`src/logic/ptoc_map.svh`:
```
// Function
// - Critical current event after selected deglitch: 10, 100, 400 or 800 us.
// - Critical threshold code 2 to 25 in 5% steps of limit, 26 to 30 in 50% steps; 0,1 give 110%; 31 invalid.
// - Limit above 3.584 A clamps critical threshold at 230%.
// - Overcurrent level is 125% of critical when bit 0, 200% when 1.
// - System voltage compare uses a fixed 20 us deglitch.
// - System voltage event below level chosen per code and cell count.
// - Extension on holds throttle low until host clear; else width field.
// - Without extension each throttle pulse lasts at least selected width.
// - In extension, host writing 0 to clear bit ends pulse; 1 is idle.
// - Nominal threshold 10% above limit, deglitch at most 1 ms or 50 ms.
// - Throttle only from enabled sources; all enables zero disables it.
//
// Purpose: Offsets, field positions, reset values and timings of the block
// Assumes: Clock at 200 MHz
// Notes:   Definitions only
`ifndef PTOC_MAP_SVH
`define PTOC_MAP_SVH

// ---------------------------------------------------------------------
// Register map
// ---------------------------------------------------------------------
`define PTOC_ADDR_OPT0       8'h3c
`define PTOC_ADDR_OPT1       8'h3d
`define PTOC_OPT0_RESET      16'h4b54
`define PTOC_OPT1_RESET      16'h8124
`define PTOC_OPT0_WMASK      16'hfffe
`define PTOC_OPT1_WMASK      16'hff7f

// ---------------------------------------------------------------------
// Fields of option zero, and the source enable field of option one
// ---------------------------------------------------------------------
`define PTOC_F_CRIT_THR      15:11
`define PTOC_F_CRIT_DG       10:9
`define PTOC_F_OVC_SEL       8
`define PTOC_F_SYSV_THR      7:6
`define PTOC_F_EXT_EN        5
`define PTOC_F_PULSE_W       4:3
`define PTOC_F_HOST_CLR      2
`define PTOC_F_NOM_DG        1
`define PTOC_F_ENV           6:0

// ---------------------------------------------------------------------
// Threshold arithmetic
// ---------------------------------------------------------------------
`define PTOC_CRIT_BASE_PCT   10'h069
`define PTOC_CRIT_STEP_PCT   10'h005
`define PTOC_CRIT_MIN_PCT    10'h06e
`define PTOC_CRIT_CLAMP_PCT  10'h0e6
`define PTOC_CRIT_LIN_MAX    5'h19
`define PTOC_CRIT_OOR        5'h1f
`define PTOC_ILIM_CLAMP      7'h38
`define PTOC_NOM_PCT         8'h6e

// ---------------------------------------------------------------------
// Times as printed, and clock period
// ---------------------------------------------------------------------
`define PTOC_CLK_NS          200
`define PTOC_CLK_PERIOD_NS   5
`define PTOC_CRIT_DG0_US     10
`define PTOC_CRIT_DG1_US     100
`define PTOC_CRIT_DG2_US     400
`define PTOC_CRIT_DG3_US     800
`define PTOC_SYSV_DG_US      20
`define PTOC_NOM_DG0_MS      1
`define PTOC_NOM_DG1_MS      50
`define PTOC_PW0_US          100
`define PTOC_PW1_MS          1
`define PTOC_PW2_MS          12
`define PTOC_PW3_MS          6
`define PTOC_NS_PER_US       1000
`define PTOC_NS_PER_MS       1000000

`endif

```
`src/logic/ptoc_pkg.sv`:
```
// Purpose: Types shared by the throttle option block
// Assumes: Nothing beyond the map header
// Notes:   Types only
package ptoc_pkg;

  typedef logic [9:0]  ptoc_pct_t;
  typedef logic [23:0] ptoc_cnt_t;

  typedef enum logic [1:0] {
    PTOC_IDLE,
    PTOC_TIMED,
    PTOC_HELD
  } ptoc_thr_state_t;

endpackage

```
`src/logic/ptoc_deglitch.sv`:
```
// Purpose: Level deglitch; output rises after input held for a count
// Assumes: Input already synchronised to clk_sys
// Notes:   Output drops in the cycle after the input drops
`timescale 1ns/1ps
module ptoc_deglitch (
  // Clock and reset
  input  wire logic             clk_sys,
  input  wire logic             reset_n,
  // Level and hold count
  input  wire logic             level_in,
  input  wire ptoc_pkg::ptoc_cnt_t hold_cycles,
  // Qualified level
  output logic                  hit_r
);
  import ptoc_pkg::*;

  ptoc_cnt_t cnt_r;

  always_ff @(posedge clk_sys or negedge reset_n) begin
    if (!reset_n) begin
      cnt_r <= 24'h000000;
    end else if (!level_in) begin
      cnt_r <= 24'h000000;
    end else if (cnt_r < hold_cycles) begin
      cnt_r <= cnt_r + 24'h000001;
    end
  end

  always_ff @(posedge clk_sys or negedge reset_n) begin
    if (!reset_n) begin
      hit_r <= 1'b0;
    end else begin
      hit_r <= level_in && (cnt_r + 24'h000001 >= hold_cycles);
    end
  end

endmodule

```
`src/logic/ptoc_top.sv`:
```
// Purpose: Throttle option registers, comparator deglitch, throttle pulse
// Assumes: Analog comparators drive raw levels; register port is same clock
// Notes:   Threshold outputs steer the analog comparators
`timescale 1ns/1ps
`include "ptoc_map.svh"
module ptoc_top #(
  parameter int unsigned CRIT_DG1_CYC =
    (`PTOC_CRIT_DG1_US * `PTOC_NS_PER_US + `PTOC_CLK_PERIOD_NS - 1)
    / `PTOC_CLK_PERIOD_NS,
  parameter int unsigned CRIT_DG2_CYC =
    (`PTOC_CRIT_DG2_US * `PTOC_NS_PER_US + `PTOC_CLK_PERIOD_NS - 1)
    / `PTOC_CLK_PERIOD_NS,
  parameter int unsigned CRIT_DG3_CYC =
    (`PTOC_CRIT_DG3_US * `PTOC_NS_PER_US + `PTOC_CLK_PERIOD_NS - 1)
    / `PTOC_CLK_PERIOD_NS,
  parameter int unsigned NOM_DG0_CYC =
    `PTOC_NOM_DG0_MS * `PTOC_NS_PER_MS / `PTOC_CLK_PERIOD_NS,
  parameter int unsigned NOM_DG1_CYC =
    `PTOC_NOM_DG1_MS * `PTOC_NS_PER_MS / `PTOC_CLK_PERIOD_NS,
  parameter int unsigned PW0_CYC =
    (`PTOC_PW0_US * `PTOC_NS_PER_US + `PTOC_CLK_PERIOD_NS - 1)
    / `PTOC_CLK_PERIOD_NS,
  parameter int unsigned PW1_CYC =
    (`PTOC_PW1_MS * `PTOC_NS_PER_MS + `PTOC_CLK_PERIOD_NS - 1)
    / `PTOC_CLK_PERIOD_NS,
  parameter int unsigned PW2_CYC =
    (`PTOC_PW2_MS * `PTOC_NS_PER_MS + `PTOC_CLK_PERIOD_NS - 1)
    / `PTOC_CLK_PERIOD_NS,
  parameter int unsigned PW3_CYC =
    (`PTOC_PW3_MS * `PTOC_NS_PER_MS + `PTOC_CLK_PERIOD_NS - 1)
    / `PTOC_CLK_PERIOD_NS
) (
  // Clock and reset
  input  wire logic               clk_sys,
  input  wire logic               reset_n,
  // Register port
  input  wire logic [7:0]         reg_addr,
  input  wire logic               reg_wr,
  input  wire logic [15:0]        reg_wdata,
  input  wire logic               reg_rd,
  output logic [15:0]             reg_rdata_r,
  // Charger context
  input  wire logic [6:0]         input_current_limit_setting,
  input  wire logic               one_cell,
  input  wire logic               adapter_present,
  // Raw analog comparator levels
  input  wire logic               crit_above_raw,
  input  wire logic               nom_above_raw,
  input  wire logic               sysv_below_raw,
  input  wire logic               ovc_above_raw,
  // Other throttle sources, one-cycle pulses
  input  wire logic               indep_cmp_event,
  input  wire logic               discharge_event,
  input  wire logic               batpres_event,
  input  wire logic               acok_event,
  // Comparator settings
  output ptoc_pkg::ptoc_pct_t     crit_threshold_pct_r,
  output logic                    crit_out_of_range_r,
  output logic [10:0]             ovc_threshold_pct_r,
  output logic [7:0]              nom_threshold_pct_r,
  output logic [12:0]             sysv_threshold_mv_r,
  // Qualified events
  output logic                    crit_event_r,
  output logic                    nom_event_r,
  output logic                    sysv_event_r,
  output logic                    ovc_event_r,
  // Throttle pin, low active
  output logic                    processor_throttle_output_n_r
);
  import ptoc_pkg::*;

  // ---------------------------------------------------------------------
  // Functions
  // ---------------------------------------------------------------------
  function automatic ptoc_pct_t crit_pct(input logic [4:0] code,
                                         input logic [6:0] ilim);
    ptoc_pct_t p;
    p = `PTOC_CRIT_MIN_PCT;
    case (code)
      5'h00, 5'h01: p = `PTOC_CRIT_MIN_PCT;
      5'h1a: p = 10'h0fa;
      5'h1b: p = 10'h12c;
      5'h1c: p = 10'h15e;
      5'h1d: p = 10'h190;
      5'h1e: p = 10'h1c2;
      5'h1f: p = 10'h000;
      default: p = `PTOC_CRIT_BASE_PCT
                   + `PTOC_CRIT_STEP_PCT * {5'h00, code};
    endcase
    if (ilim > `PTOC_ILIM_CLAMP && code > `PTOC_CRIT_LIN_MAX
        && code != `PTOC_CRIT_OOR) begin
      p = `PTOC_CRIT_CLAMP_PCT;
    end
    return p;
  endfunction

  function automatic ptoc_cnt_t to_cnt(input int unsigned c);
    return c[23:0];
  endfunction

  // ---------------------------------------------------------------------
  // Registers
  // ---------------------------------------------------------------------
  logic [15:0] opt0_r;
  logic [15:0] opt1_r;
  logic        wr0;
  logic        wr1;
  logic        host_clear_req;

  assign wr0 = reg_wr && reg_addr == `PTOC_ADDR_OPT0;
  assign wr1 = reg_wr && reg_addr == `PTOC_ADDR_OPT1;
  assign host_clear_req = !opt0_r[`PTOC_F_HOST_CLR]
                          && opt0_r[`PTOC_F_EXT_EN];

  always_ff @(posedge clk_sys or negedge reset_n) begin
    if (!reset_n) begin
      opt0_r <= `PTOC_OPT0_RESET;
    end else if (wr0) begin
      opt0_r <= reg_wdata & `PTOC_OPT0_WMASK;
    end else if (!opt0_r[`PTOC_F_HOST_CLR]) begin
      opt0_r[`PTOC_F_HOST_CLR] <= 1'b1;
    end
  end

  always_ff @(posedge clk_sys or negedge reset_n) begin
    if (!reset_n) begin
      opt1_r <= `PTOC_OPT1_RESET;
    end else if (wr1) begin
      opt1_r <= reg_wdata & `PTOC_OPT1_WMASK;
    end
  end

  always_ff @(posedge clk_sys or negedge reset_n) begin
    if (!reset_n) begin
      reg_rdata_r <= 16'h0000;
    end else if (reg_rd) begin
      case (reg_addr)
        `PTOC_ADDR_OPT0: reg_rdata_r <= opt0_r;
        `PTOC_ADDR_OPT1: reg_rdata_r <= opt1_r;
        default:         reg_rdata_r <= 16'h0000;
      endcase
    end
  end

  // ---------------------------------------------------------------------
  // Thresholds
  // ---------------------------------------------------------------------
  ptoc_pct_t crit_pct_now;

  assign crit_pct_now = crit_pct(opt0_r[`PTOC_F_CRIT_THR],
                                 input_current_limit_setting);

  always_ff @(posedge clk_sys or negedge reset_n) begin
    if (!reset_n) begin
      crit_threshold_pct_r <= 10'h000;
      crit_out_of_range_r  <= 1'b0;
      ovc_threshold_pct_r  <= 11'h000;
      nom_threshold_pct_r  <= 8'h00;
    end else begin
      crit_threshold_pct_r <= crit_pct_now;
      crit_out_of_range_r  <= opt0_r[`PTOC_F_CRIT_THR] == `PTOC_CRIT_OOR;
      nom_threshold_pct_r  <= `PTOC_NOM_PCT;
      if (opt0_r[`PTOC_F_OVC_SEL]) begin
        ovc_threshold_pct_r <= {crit_pct_now, 1'b0};
      end else begin
        ovc_threshold_pct_r <= 11'(({3'h0, crit_pct_now} * 13'h0005)
                               >> 2);
      end
    end
  end

  always_ff @(posedge clk_sys or negedge reset_n) begin
    if (!reset_n) begin
      sysv_threshold_mv_r <= 13'h0000;
    end else begin
      case ({one_cell, opt0_r[`PTOC_F_SYSV_THR]})
        3'b000:  sysv_threshold_mv_r <= 13'h1676;
        3'b001:  sysv_threshold_mv_r <= 13'h1770;
        3'b010:  sysv_threshold_mv_r <= 13'h186a;
        3'b011:  sysv_threshold_mv_r <= 13'h1964;
        3'b100:  sysv_threshold_mv_r <= 13'h0b22;
        3'b101:  sysv_threshold_mv_r <= 13'h0c1c;
        3'b110:  sysv_threshold_mv_r <= 13'h0d16;
        default: sysv_threshold_mv_r <= 13'h0e10;
      endcase
    end
  end

  // ---------------------------------------------------------------------
  // Synchronisers
  // ---------------------------------------------------------------------
  logic [3:0] raw_meta_r;
  logic [3:0] raw_sync_r;

  always_ff @(posedge clk_sys or negedge reset_n) begin
    if (!reset_n) begin
      raw_meta_r <= 4'h0;
      raw_sync_r <= 4'h0;
    end else begin
      raw_meta_r <= {ovc_above_raw, sysv_below_raw, nom_above_raw,
                     crit_above_raw};
      raw_sync_r <= raw_meta_r;
    end
  end

  // ---------------------------------------------------------------------
  // Deglitch
  // ---------------------------------------------------------------------
  ptoc_cnt_t crit_hold;
  ptoc_cnt_t nom_hold;
  ptoc_cnt_t sysv_hold;
  ptoc_cnt_t pulse_hold;
  logic      crit_hit;
  logic      nom_hit;
  logic      sysv_hit;

  always_comb begin
    case (opt0_r[`PTOC_F_CRIT_DG])
      2'b00:   crit_hold = to_cnt((`PTOC_CRIT_DG0_US * `PTOC_NS_PER_US
                          + `PTOC_CLK_PERIOD_NS - 1) / `PTOC_CLK_PERIOD_NS);
      2'b01:   crit_hold = to_cnt(CRIT_DG1_CYC);
      2'b10:   crit_hold = to_cnt(CRIT_DG2_CYC);
      default: crit_hold = to_cnt(CRIT_DG3_CYC);
    endcase
  end

  assign nom_hold = opt0_r[`PTOC_F_NOM_DG] ? to_cnt(NOM_DG1_CYC)
                                           : to_cnt(NOM_DG0_CYC);
  assign sysv_hold = to_cnt(`PTOC_SYSV_DG_US * `PTOC_NS_PER_US
                            / `PTOC_CLK_PERIOD_NS);

  always_comb begin
    case (opt0_r[`PTOC_F_PULSE_W])
      2'b00:   pulse_hold = to_cnt(PW0_CYC);
      2'b01:   pulse_hold = to_cnt(PW1_CYC);
      2'b10:   pulse_hold = to_cnt(PW2_CYC);
      default: pulse_hold = to_cnt(PW3_CYC);
    endcase
  end

  ptoc_deglitch u_crit_dg (
    .clk_sys     (clk_sys),
    .reset_n     (reset_n),
    .level_in    (raw_sync_r[0] && !crit_out_of_range_r),
    .hold_cycles (crit_hold),
    .hit_r       (crit_hit)
  );

  ptoc_deglitch u_nom_dg (
    .clk_sys     (clk_sys),
    .reset_n     (reset_n),
    .level_in    (raw_sync_r[1]),
    .hold_cycles (nom_hold),
    .hit_r       (nom_hit)
  );

  ptoc_deglitch u_sysv_dg (
    .clk_sys     (clk_sys),
    .reset_n     (reset_n),
    .level_in    (raw_sync_r[2]),
    .hold_cycles (sysv_hold),
    .hit_r       (sysv_hit)
  );

  always_ff @(posedge clk_sys or negedge reset_n) begin
    if (!reset_n) begin
      crit_event_r <= 1'b0;
      nom_event_r  <= 1'b0;
      sysv_event_r <= 1'b0;
      ovc_event_r  <= 1'b0;
    end else begin
      crit_event_r <= crit_hit;
      nom_event_r  <= nom_hit;
      sysv_event_r <= sysv_hit;
      ovc_event_r  <= raw_sync_r[3];
    end
  end

  // ---------------------------------------------------------------------
  // Throttle sources
  // ---------------------------------------------------------------------
  logic [6:0] src_pulse;
  logic [6:0] src_mask;
  logic       trigger;

  assign src_pulse = {indep_cmp_event,
                      crit_hit && !crit_event_r,
                      nom_hit && !nom_event_r,
                      discharge_event,
                      sysv_hit && !sysv_event_r,
                      batpres_event,
                      acok_event};
  assign src_mask = opt1_r[`PTOC_F_ENV]
                    & (adapter_present ? 7'h7f : 7'h4c);
  assign trigger = |(src_pulse & src_mask);

  // ---------------------------------------------------------------------
  // Throttle pulse
  // ---------------------------------------------------------------------
  ptoc_thr_state_t thr_state_r;
  ptoc_cnt_t       pw_cnt_r;

  always_ff @(posedge clk_sys or negedge reset_n) begin
    if (!reset_n) begin
      thr_state_r <= PTOC_IDLE;
    end else begin
      case (thr_state_r)
        PTOC_IDLE: begin
          if (trigger) begin
            thr_state_r <= opt0_r[`PTOC_F_EXT_EN] ? PTOC_HELD
                                                  : PTOC_TIMED;
          end
        end
        PTOC_TIMED: begin
          if (trigger && opt0_r[`PTOC_F_EXT_EN]) begin
            thr_state_r <= PTOC_HELD;
          end else if (!trigger && pw_cnt_r + 24'h000001 >= pulse_hold) begin
            thr_state_r <= PTOC_IDLE;
          end
        end
        PTOC_HELD: begin
          if (host_clear_req && !trigger) begin
            thr_state_r <= PTOC_IDLE;
          end
        end
        default: thr_state_r <= PTOC_IDLE;
      endcase
    end
  end

  always_ff @(posedge clk_sys or negedge reset_n) begin
    if (!reset_n) begin
      pw_cnt_r <= 24'h000000;
    end else if (trigger || thr_state_r != PTOC_TIMED) begin
      pw_cnt_r <= 24'h000000;
    end else begin
      pw_cnt_r <= pw_cnt_r + 24'h000001;
    end
  end

  always_ff @(posedge clk_sys or negedge reset_n) begin
    if (!reset_n) begin
      processor_throttle_output_n_r <= 1'b1;
    end else begin
      processor_throttle_output_n_r <= !(trigger
        || (thr_state_r == PTOC_TIMED
            && pw_cnt_r + 24'h000001 < pulse_hold)
        || (thr_state_r == PTOC_HELD && !host_clear_req));
    end
  end

endmodule

```
`config.mk`:
```
export PLATFORM = sky130hd
export DESIGN_NAME = ptoc_top
export DESIGN_NICKNAME = d
export VERILOG_FILES = /design/src/logic/ptoc_pkg.sv /design/src/logic/ptoc_deglitch.sv /design/src/logic/ptoc_top.sv
export VERILOG_INCLUDE_DIRS = /design/src /design/src/logic
export SDC_FILE = /design/constraint.sdc
export NUM_CORES = 1
export LEC_CHECK = 0
export ABC_AREA = 1
export BUFFER_PORTS_ARGS = -buffer_cell sky130_fd_sc_hd__buf_4
export CAP_MARGIN = 40
export CORE_MARGIN = 2
export CORE_UTILIZATION = 40
export CTS_BUF_LIST = sky130_fd_sc_hd__clkbuf_16
export CTS_CLUSTER_SIZE = 24
export DETAILED_ROUTE_END_ITERATION = 12
export PLACE_DENSITY_LB_ADDON = 0.3
export SYNTH_ARGS = -nofsm -noshare
export SYNTH_HDL_FRONTEND = slang
export SYNTH_HIERARCHICAL = 1
export SYNTH_SLANG_ARGS = --single-unit
```
`constraint.sdc`:
```
create_clock -name clk_sys -period 3.9 [get_ports clk_sys]
set_clock_uncertainty 0.15 [all_clocks]
set_input_delay 0.78 -clock clk_sys [delete_from_list [all_inputs] [get_ports clk_sys]]
set_output_delay 0.78 -clock clk_sys [all_outputs]
set_load 0.05 [all_outputs]
```
==> impl_metrics.toml <==
[global_route]
grt_overflow_total = 0
number_of_antenna_violations_at_the_first_check_in_global_routing = 4
grt_first_pass_wirelength_um = 61600
grt_usage = 0.196
grt_max_degree = 78
first_global_vias = 12800

[placement]
placement.setup.worst_slack_ns = -0.0915
placed_cells = 2620
gpl.final_weighted_congestion = 0.894
placement.io_buffers = 101
dp_hpwl_um = 28200

[floorplan]
die_w_um = 198
coreArea_um2 = 37300
die_h_um = 198
fp-row-count = 71
design.portCount = 109
die_outline_area_um2 = 39200
initial_core_util = 0.403

[yosys]
post_synth.cell_area_avg_um2 = 7.45
synth.cell_area_um2 = 15000
ys_top_cells_by_area = "sky130_fd_sc_hd__dfrtp_1 (30%), sky130_fd_sc_hd__ha_1 (16%), sky130_fd_sc_hd__nand2_1 (13%), sky130_fd_sc_hd__nand3_1 (7.1%), sky130_fd_sc_hd__inv_1 (6.8%)"
synth_seq_area_share = 0.317
yosysWarningCount = 6
yosys.area.top_type_share = 0.296
cell_count_after_synthesis = 2019
synth_async_sr_flop_share = 1.00
synth-main-ff-cell = "sky130_fd_sc_hd__dfrtp_1"
post_synthesis_register_bit_count = 190
yosysTopAreaCell = "sky130_fd_sc_hd__dfrtp_1"
number_of_synthesized_flops_with_an_enable_pin = 0
netlist-cell-type-count = 55

[worst_setup_path]
cp-end-kind = "flop"
worstSetupPathType = "flop to flop"
critical_path_cell_with_the_highest_stage_delay = "sky130_fd_sc_hd__dfstp_2"
critPathLaunchType = "flop"
r2r-start = "opt0_r[11]"
cp.arrival_ns = 4.01
timing.critical_path.max_delay_family = "simple AND/OR/NAND/NOR gates"
worst-r2r-cell-count = 25
max_stage_delay_ns = 0.57
r2r_end = "ovc_threshold_pct_r[8]"
worstPathRequired_ns = 4.09
cell_repeated_most_along_the_worst_path = "sky130_fd_sc_hd__nand2_1"
worstPathBufferInverterCount = 5
regToRegSetupSlack_ns = 0.08
highest_net_fanout_along_the_worst_path = 5

[clocking]
cts.clk_slew.worst_paths_ns = 0.07
clk_path_buf_depth = 2
cts.hold.buffers_added = 0
clock_sinks = 190
clock_insertion_delay_worst_skew_ns = 0.45
cts_root_buf = "sky130_fd_sc_hd__clkbuf_16"
clock_tree.htree_level_count = 4
cts-buffers-inserted = 17
tritoncts = "yes"

[drt]
route.detailed.drc = 0
wire_per_inst_um = 14.2
routed-via-count = 13200
drt_iter0_drc = 824
antenna_violating_nets_post_route = 0
routed_wirelength_um = 37900
route.detailed.vias_per_inst = 4.93
firstDrtPassIters = 5

[timing]
fin_tns_setup_ns = 0
finalCritPeriodShare = 0.979
hold_viol_final = 0
clock_period_minus_worst_slack_ns = 3.82
finalWorstSetupSlack_ns = 0.0828
worstMarginPinSlew_ns = 0.875
finalSetupViolCount = 0
report.final.slew_viol_count = 0
slew_headroom = 0.415
timing.fmax_mhz = 262

[final_layout]
final.fill_count = 3654
syn2layout_area_growth_pct = 17.2
post_layout_nonfiller_instances = 2670
layout.core_utilization = 0.472
final_layout_size_suffix_gt1_frac = 0.160
nets = 2424

[power]
worst_ir_drop_vdd_mv = 0.375
power_density_nw_per_um2 = 322
totalPowerFinal_mw = 5.68
leakage_nw = 9.40

[hold_path]
hold-path-cell-count = 0
hp-start = "raw_meta_r[2]"
timing.hold.worst.class = "flop to flop"
timing.hold.worst_endpoint = "raw_sync_r[2]"

[run_status]
run_status = "finished clean"

[run]
max-cap-violations = 0
[where the power goes]
group	leakage, nW	internal, mW	switching [mW]
logic	6.63	0.631	1.03
clock network	0.292	0.998	0.809
registers	2.48	2.11	0.0991
total	9.40	3.74	1.94
[worst max path at each step]
stage	end	slack [ns]	cells past startpoint	from
finish	ovc_threshold_pct_r[8]	0.08	25	opt0_r[11]
global route	ovc_threshold_pct_r[8]	-0.08	25	opt0_r[11]
CTS	ovc_threshold_pct_r[7]	0.0009	24	opt0_r[11]
detailed placement	ovc_threshold_pct_r[7]	-0.09	22	opt0_r[11]
global placement	ovc_threshold_pct_r[8]	-0.03	23	opt0_r[11]
floorplan	ovc_threshold_pct_r[8]	0.07	23	opt0_r[11]
[state kept, by name (all words and copies together) (netlist names)]
signal / cells
u_nom_dg/cnt_r: 24
pw_cnt_r: 24
nom_threshold_pct_r: 1
sysv_threshold_mv_r: 9
crit_threshold_pct_r: 9
reg_rdata_r: 16
sysv_event_r: 1
raw_meta_r: 4
processor_throttle_output_n_r: 1
u_nom_dg/hit_r: 1
u_crit_dg/hit_r: 1
raw_sync_r: 4
u_crit_dg/cnt_r: 24
crit_event_r: 1
thr_state_r: 2
nom_event_r: 1
opt0_r: 15
ovc_threshold_pct_r: 10
ovc_event_r: 1
u_sysv_dg/hit_r: 1
crit_out_of_range_r: 1
u_sysv_dg/cnt_r: 24
opt1_r: 15
[layout by cell type (no fill, tap or decap), drive strengths merged]
master / netlist / layout
o2111ai: 1 / 1
a31oi: 16 / 16
nand3b: 5 / 5
nor3b: 1 / 1
xnor2: 22 / 22
a21o: 10 / 10
a21boi: 1 / 1
nand4: 20 / 20
dfrtp: 178 / 178
o211ai: 3 / 3
o21a: 3 / 3
o21ai: 47 / 47
fa: 2 / 2
clkbuf: 21 / 18
conb: 2 / 58
o21bai: 6 / 6
a211oi: 2 / 2
nor4b: 2 / 2
xor2: 46 / 46
dfstp: 12 / 12
nand2: 536 / 536
diode: 0 / 4
bufinv: 0 / 3
clkinvlp: 0 / 3
nor2: 223 / 223
and2: 1 / 1
o31ai: 5 / 5
nor4: 3 / 3
ha: 198 / 198
a221oi: 1 / 1
buf: 35 / 140
mux2: 2 / 2
or2: 6 / 6
a21oi: 77 / 77
clkinv: 5 / 8
inv: 291 / 297
nand3: 225 / 225
nor3: 11 / 11
[cells in the mapped netlist (18+ instances only)]
library cell,number
sky130_fd_sc_hd__a21oi_1,75
sky130_fd_sc_hd__clkbuf_1,21
sky130_fd_sc_hd__dfrtp_1,178
sky130_fd_sc_hd__ha_1,198
sky130_fd_sc_hd__inv_1,274
sky130_fd_sc_hd__nand2_1,512
sky130_fd_sc_hd__nand2_2,20
sky130_fd_sc_hd__nand3_1,212
sky130_fd_sc_hd__nand4_1,18
sky130_fd_sc_hd__nor2_1,188
sky130_fd_sc_hd__o21ai_0,42
sky130_fd_sc_hd__xnor2_1,20
sky130_fd_sc_hd__xor2_1,44
[through the flow]
| step | hold WS (ns) | cell area [um^2] |
|---|---|---|
| after detailed placement | 0.186 | 16500 |
| after CTS | 0.202 | 17200 |
| after floorplan | 0.181 | 15200 |
| after global placement | 0.184 | 16500 |
| final | 0.199 | 17600 |
| after global routing | 0.211 | 17600 |
[logic make-up after synthesis]
logic type               synth area share
adder cells (fa/ha/maj)             0.167
buffers and inverters              0.0959
multiplexers                      0.00150
XOR/XNOR                           0.0416
AO/OA/AOI/OAI                      0.0648
AND/OR/NAND/NOR                     0.311
flip-flops                          0.317
other                            0.000499
[what timing repair did]
| item | in CTS | in global routing |
|---|---|---|
| pin swaps | 14 | 32 |
| buffers inserted | 6 | 9 |
| gates resized for setup | 17 | 71 |
| setup endpoints to repair | 3 | 5 |
[worst reg2reg max path, cell delays in order, from the launching register on]
cell and delay, ns:
sky130_fd_sc_hd__dfstp_2 0.57, sky130_fd_sc_hd__buf_6 0.12, sky130_fd_sc_hd__inv_4 0.04, sky130_fd_sc_hd__ha_4 0.15, sky130_fd_sc_hd__inv_4 0.05, sky130_fd_sc_hd__nand2_2 0.05
sky130_fd_sc_hd__nand4_1 0.11, sky130_fd_sc_hd__nand2_1 0.08, sky130_fd_sc_hd__or2_4 0.27, sky130_fd_sc_hd__nor2_4 0.22, sky130_fd_sc_hd__nand3_2 0.14, sky130_fd_sc_hd__a21oi_4 0.22
sky130_fd_sc_hd__buf_6 0.14, sky130_fd_sc_hd__ha_4 0.20, sky130_fd_sc_hd__ha_4 0.22, sky130_fd_sc_hd__inv_4 0.06, sky130_fd_sc_hd__o21bai_1 0.08, sky130_fd_sc_hd__nand2_1 0.11
sky130_fd_sc_hd__nand2_2 0.08, sky130_fd_sc_hd__a21oi_4 0.18, sky130_fd_sc_hd__nor2_2 0.05, sky130_fd_sc_hd__o21ai_1 0.11, sky130_fd_sc_hd__nand2_1 0.08, sky130_fd_sc_hd__xnor2_1 0.12
sky130_fd_sc_hd__nand2_1 0.06, sky130_fd_sc_hd__nand2_1 0.05
[layer usage]
layer / vias up / routed length, um / track usage
li1: 6738 / - / -
met1: 6103 / 17000 / 0.242
met2: 257 / 18300 / 0.342
met3: 69 / 1230 / 0.0274
met4: 0 / 1340 / 0.0794
met5: - / 0 / 0
[layout make-up]
cell class              count  area (um^2)  share of cell area
inverters                 296         1120              0.0636
multi-input cells        1533         9440               0.536
clock inverters            15          159             0.00901
well taps                 474          593              0.0336
diodes                      4         10.0            0.000568
clock buffers              17          425              0.0241
flip-flops and latches    190         4770               0.271
repair buffers            141         1100              0.0627
No activity file was read; power rests on OpenSTA's default activity.
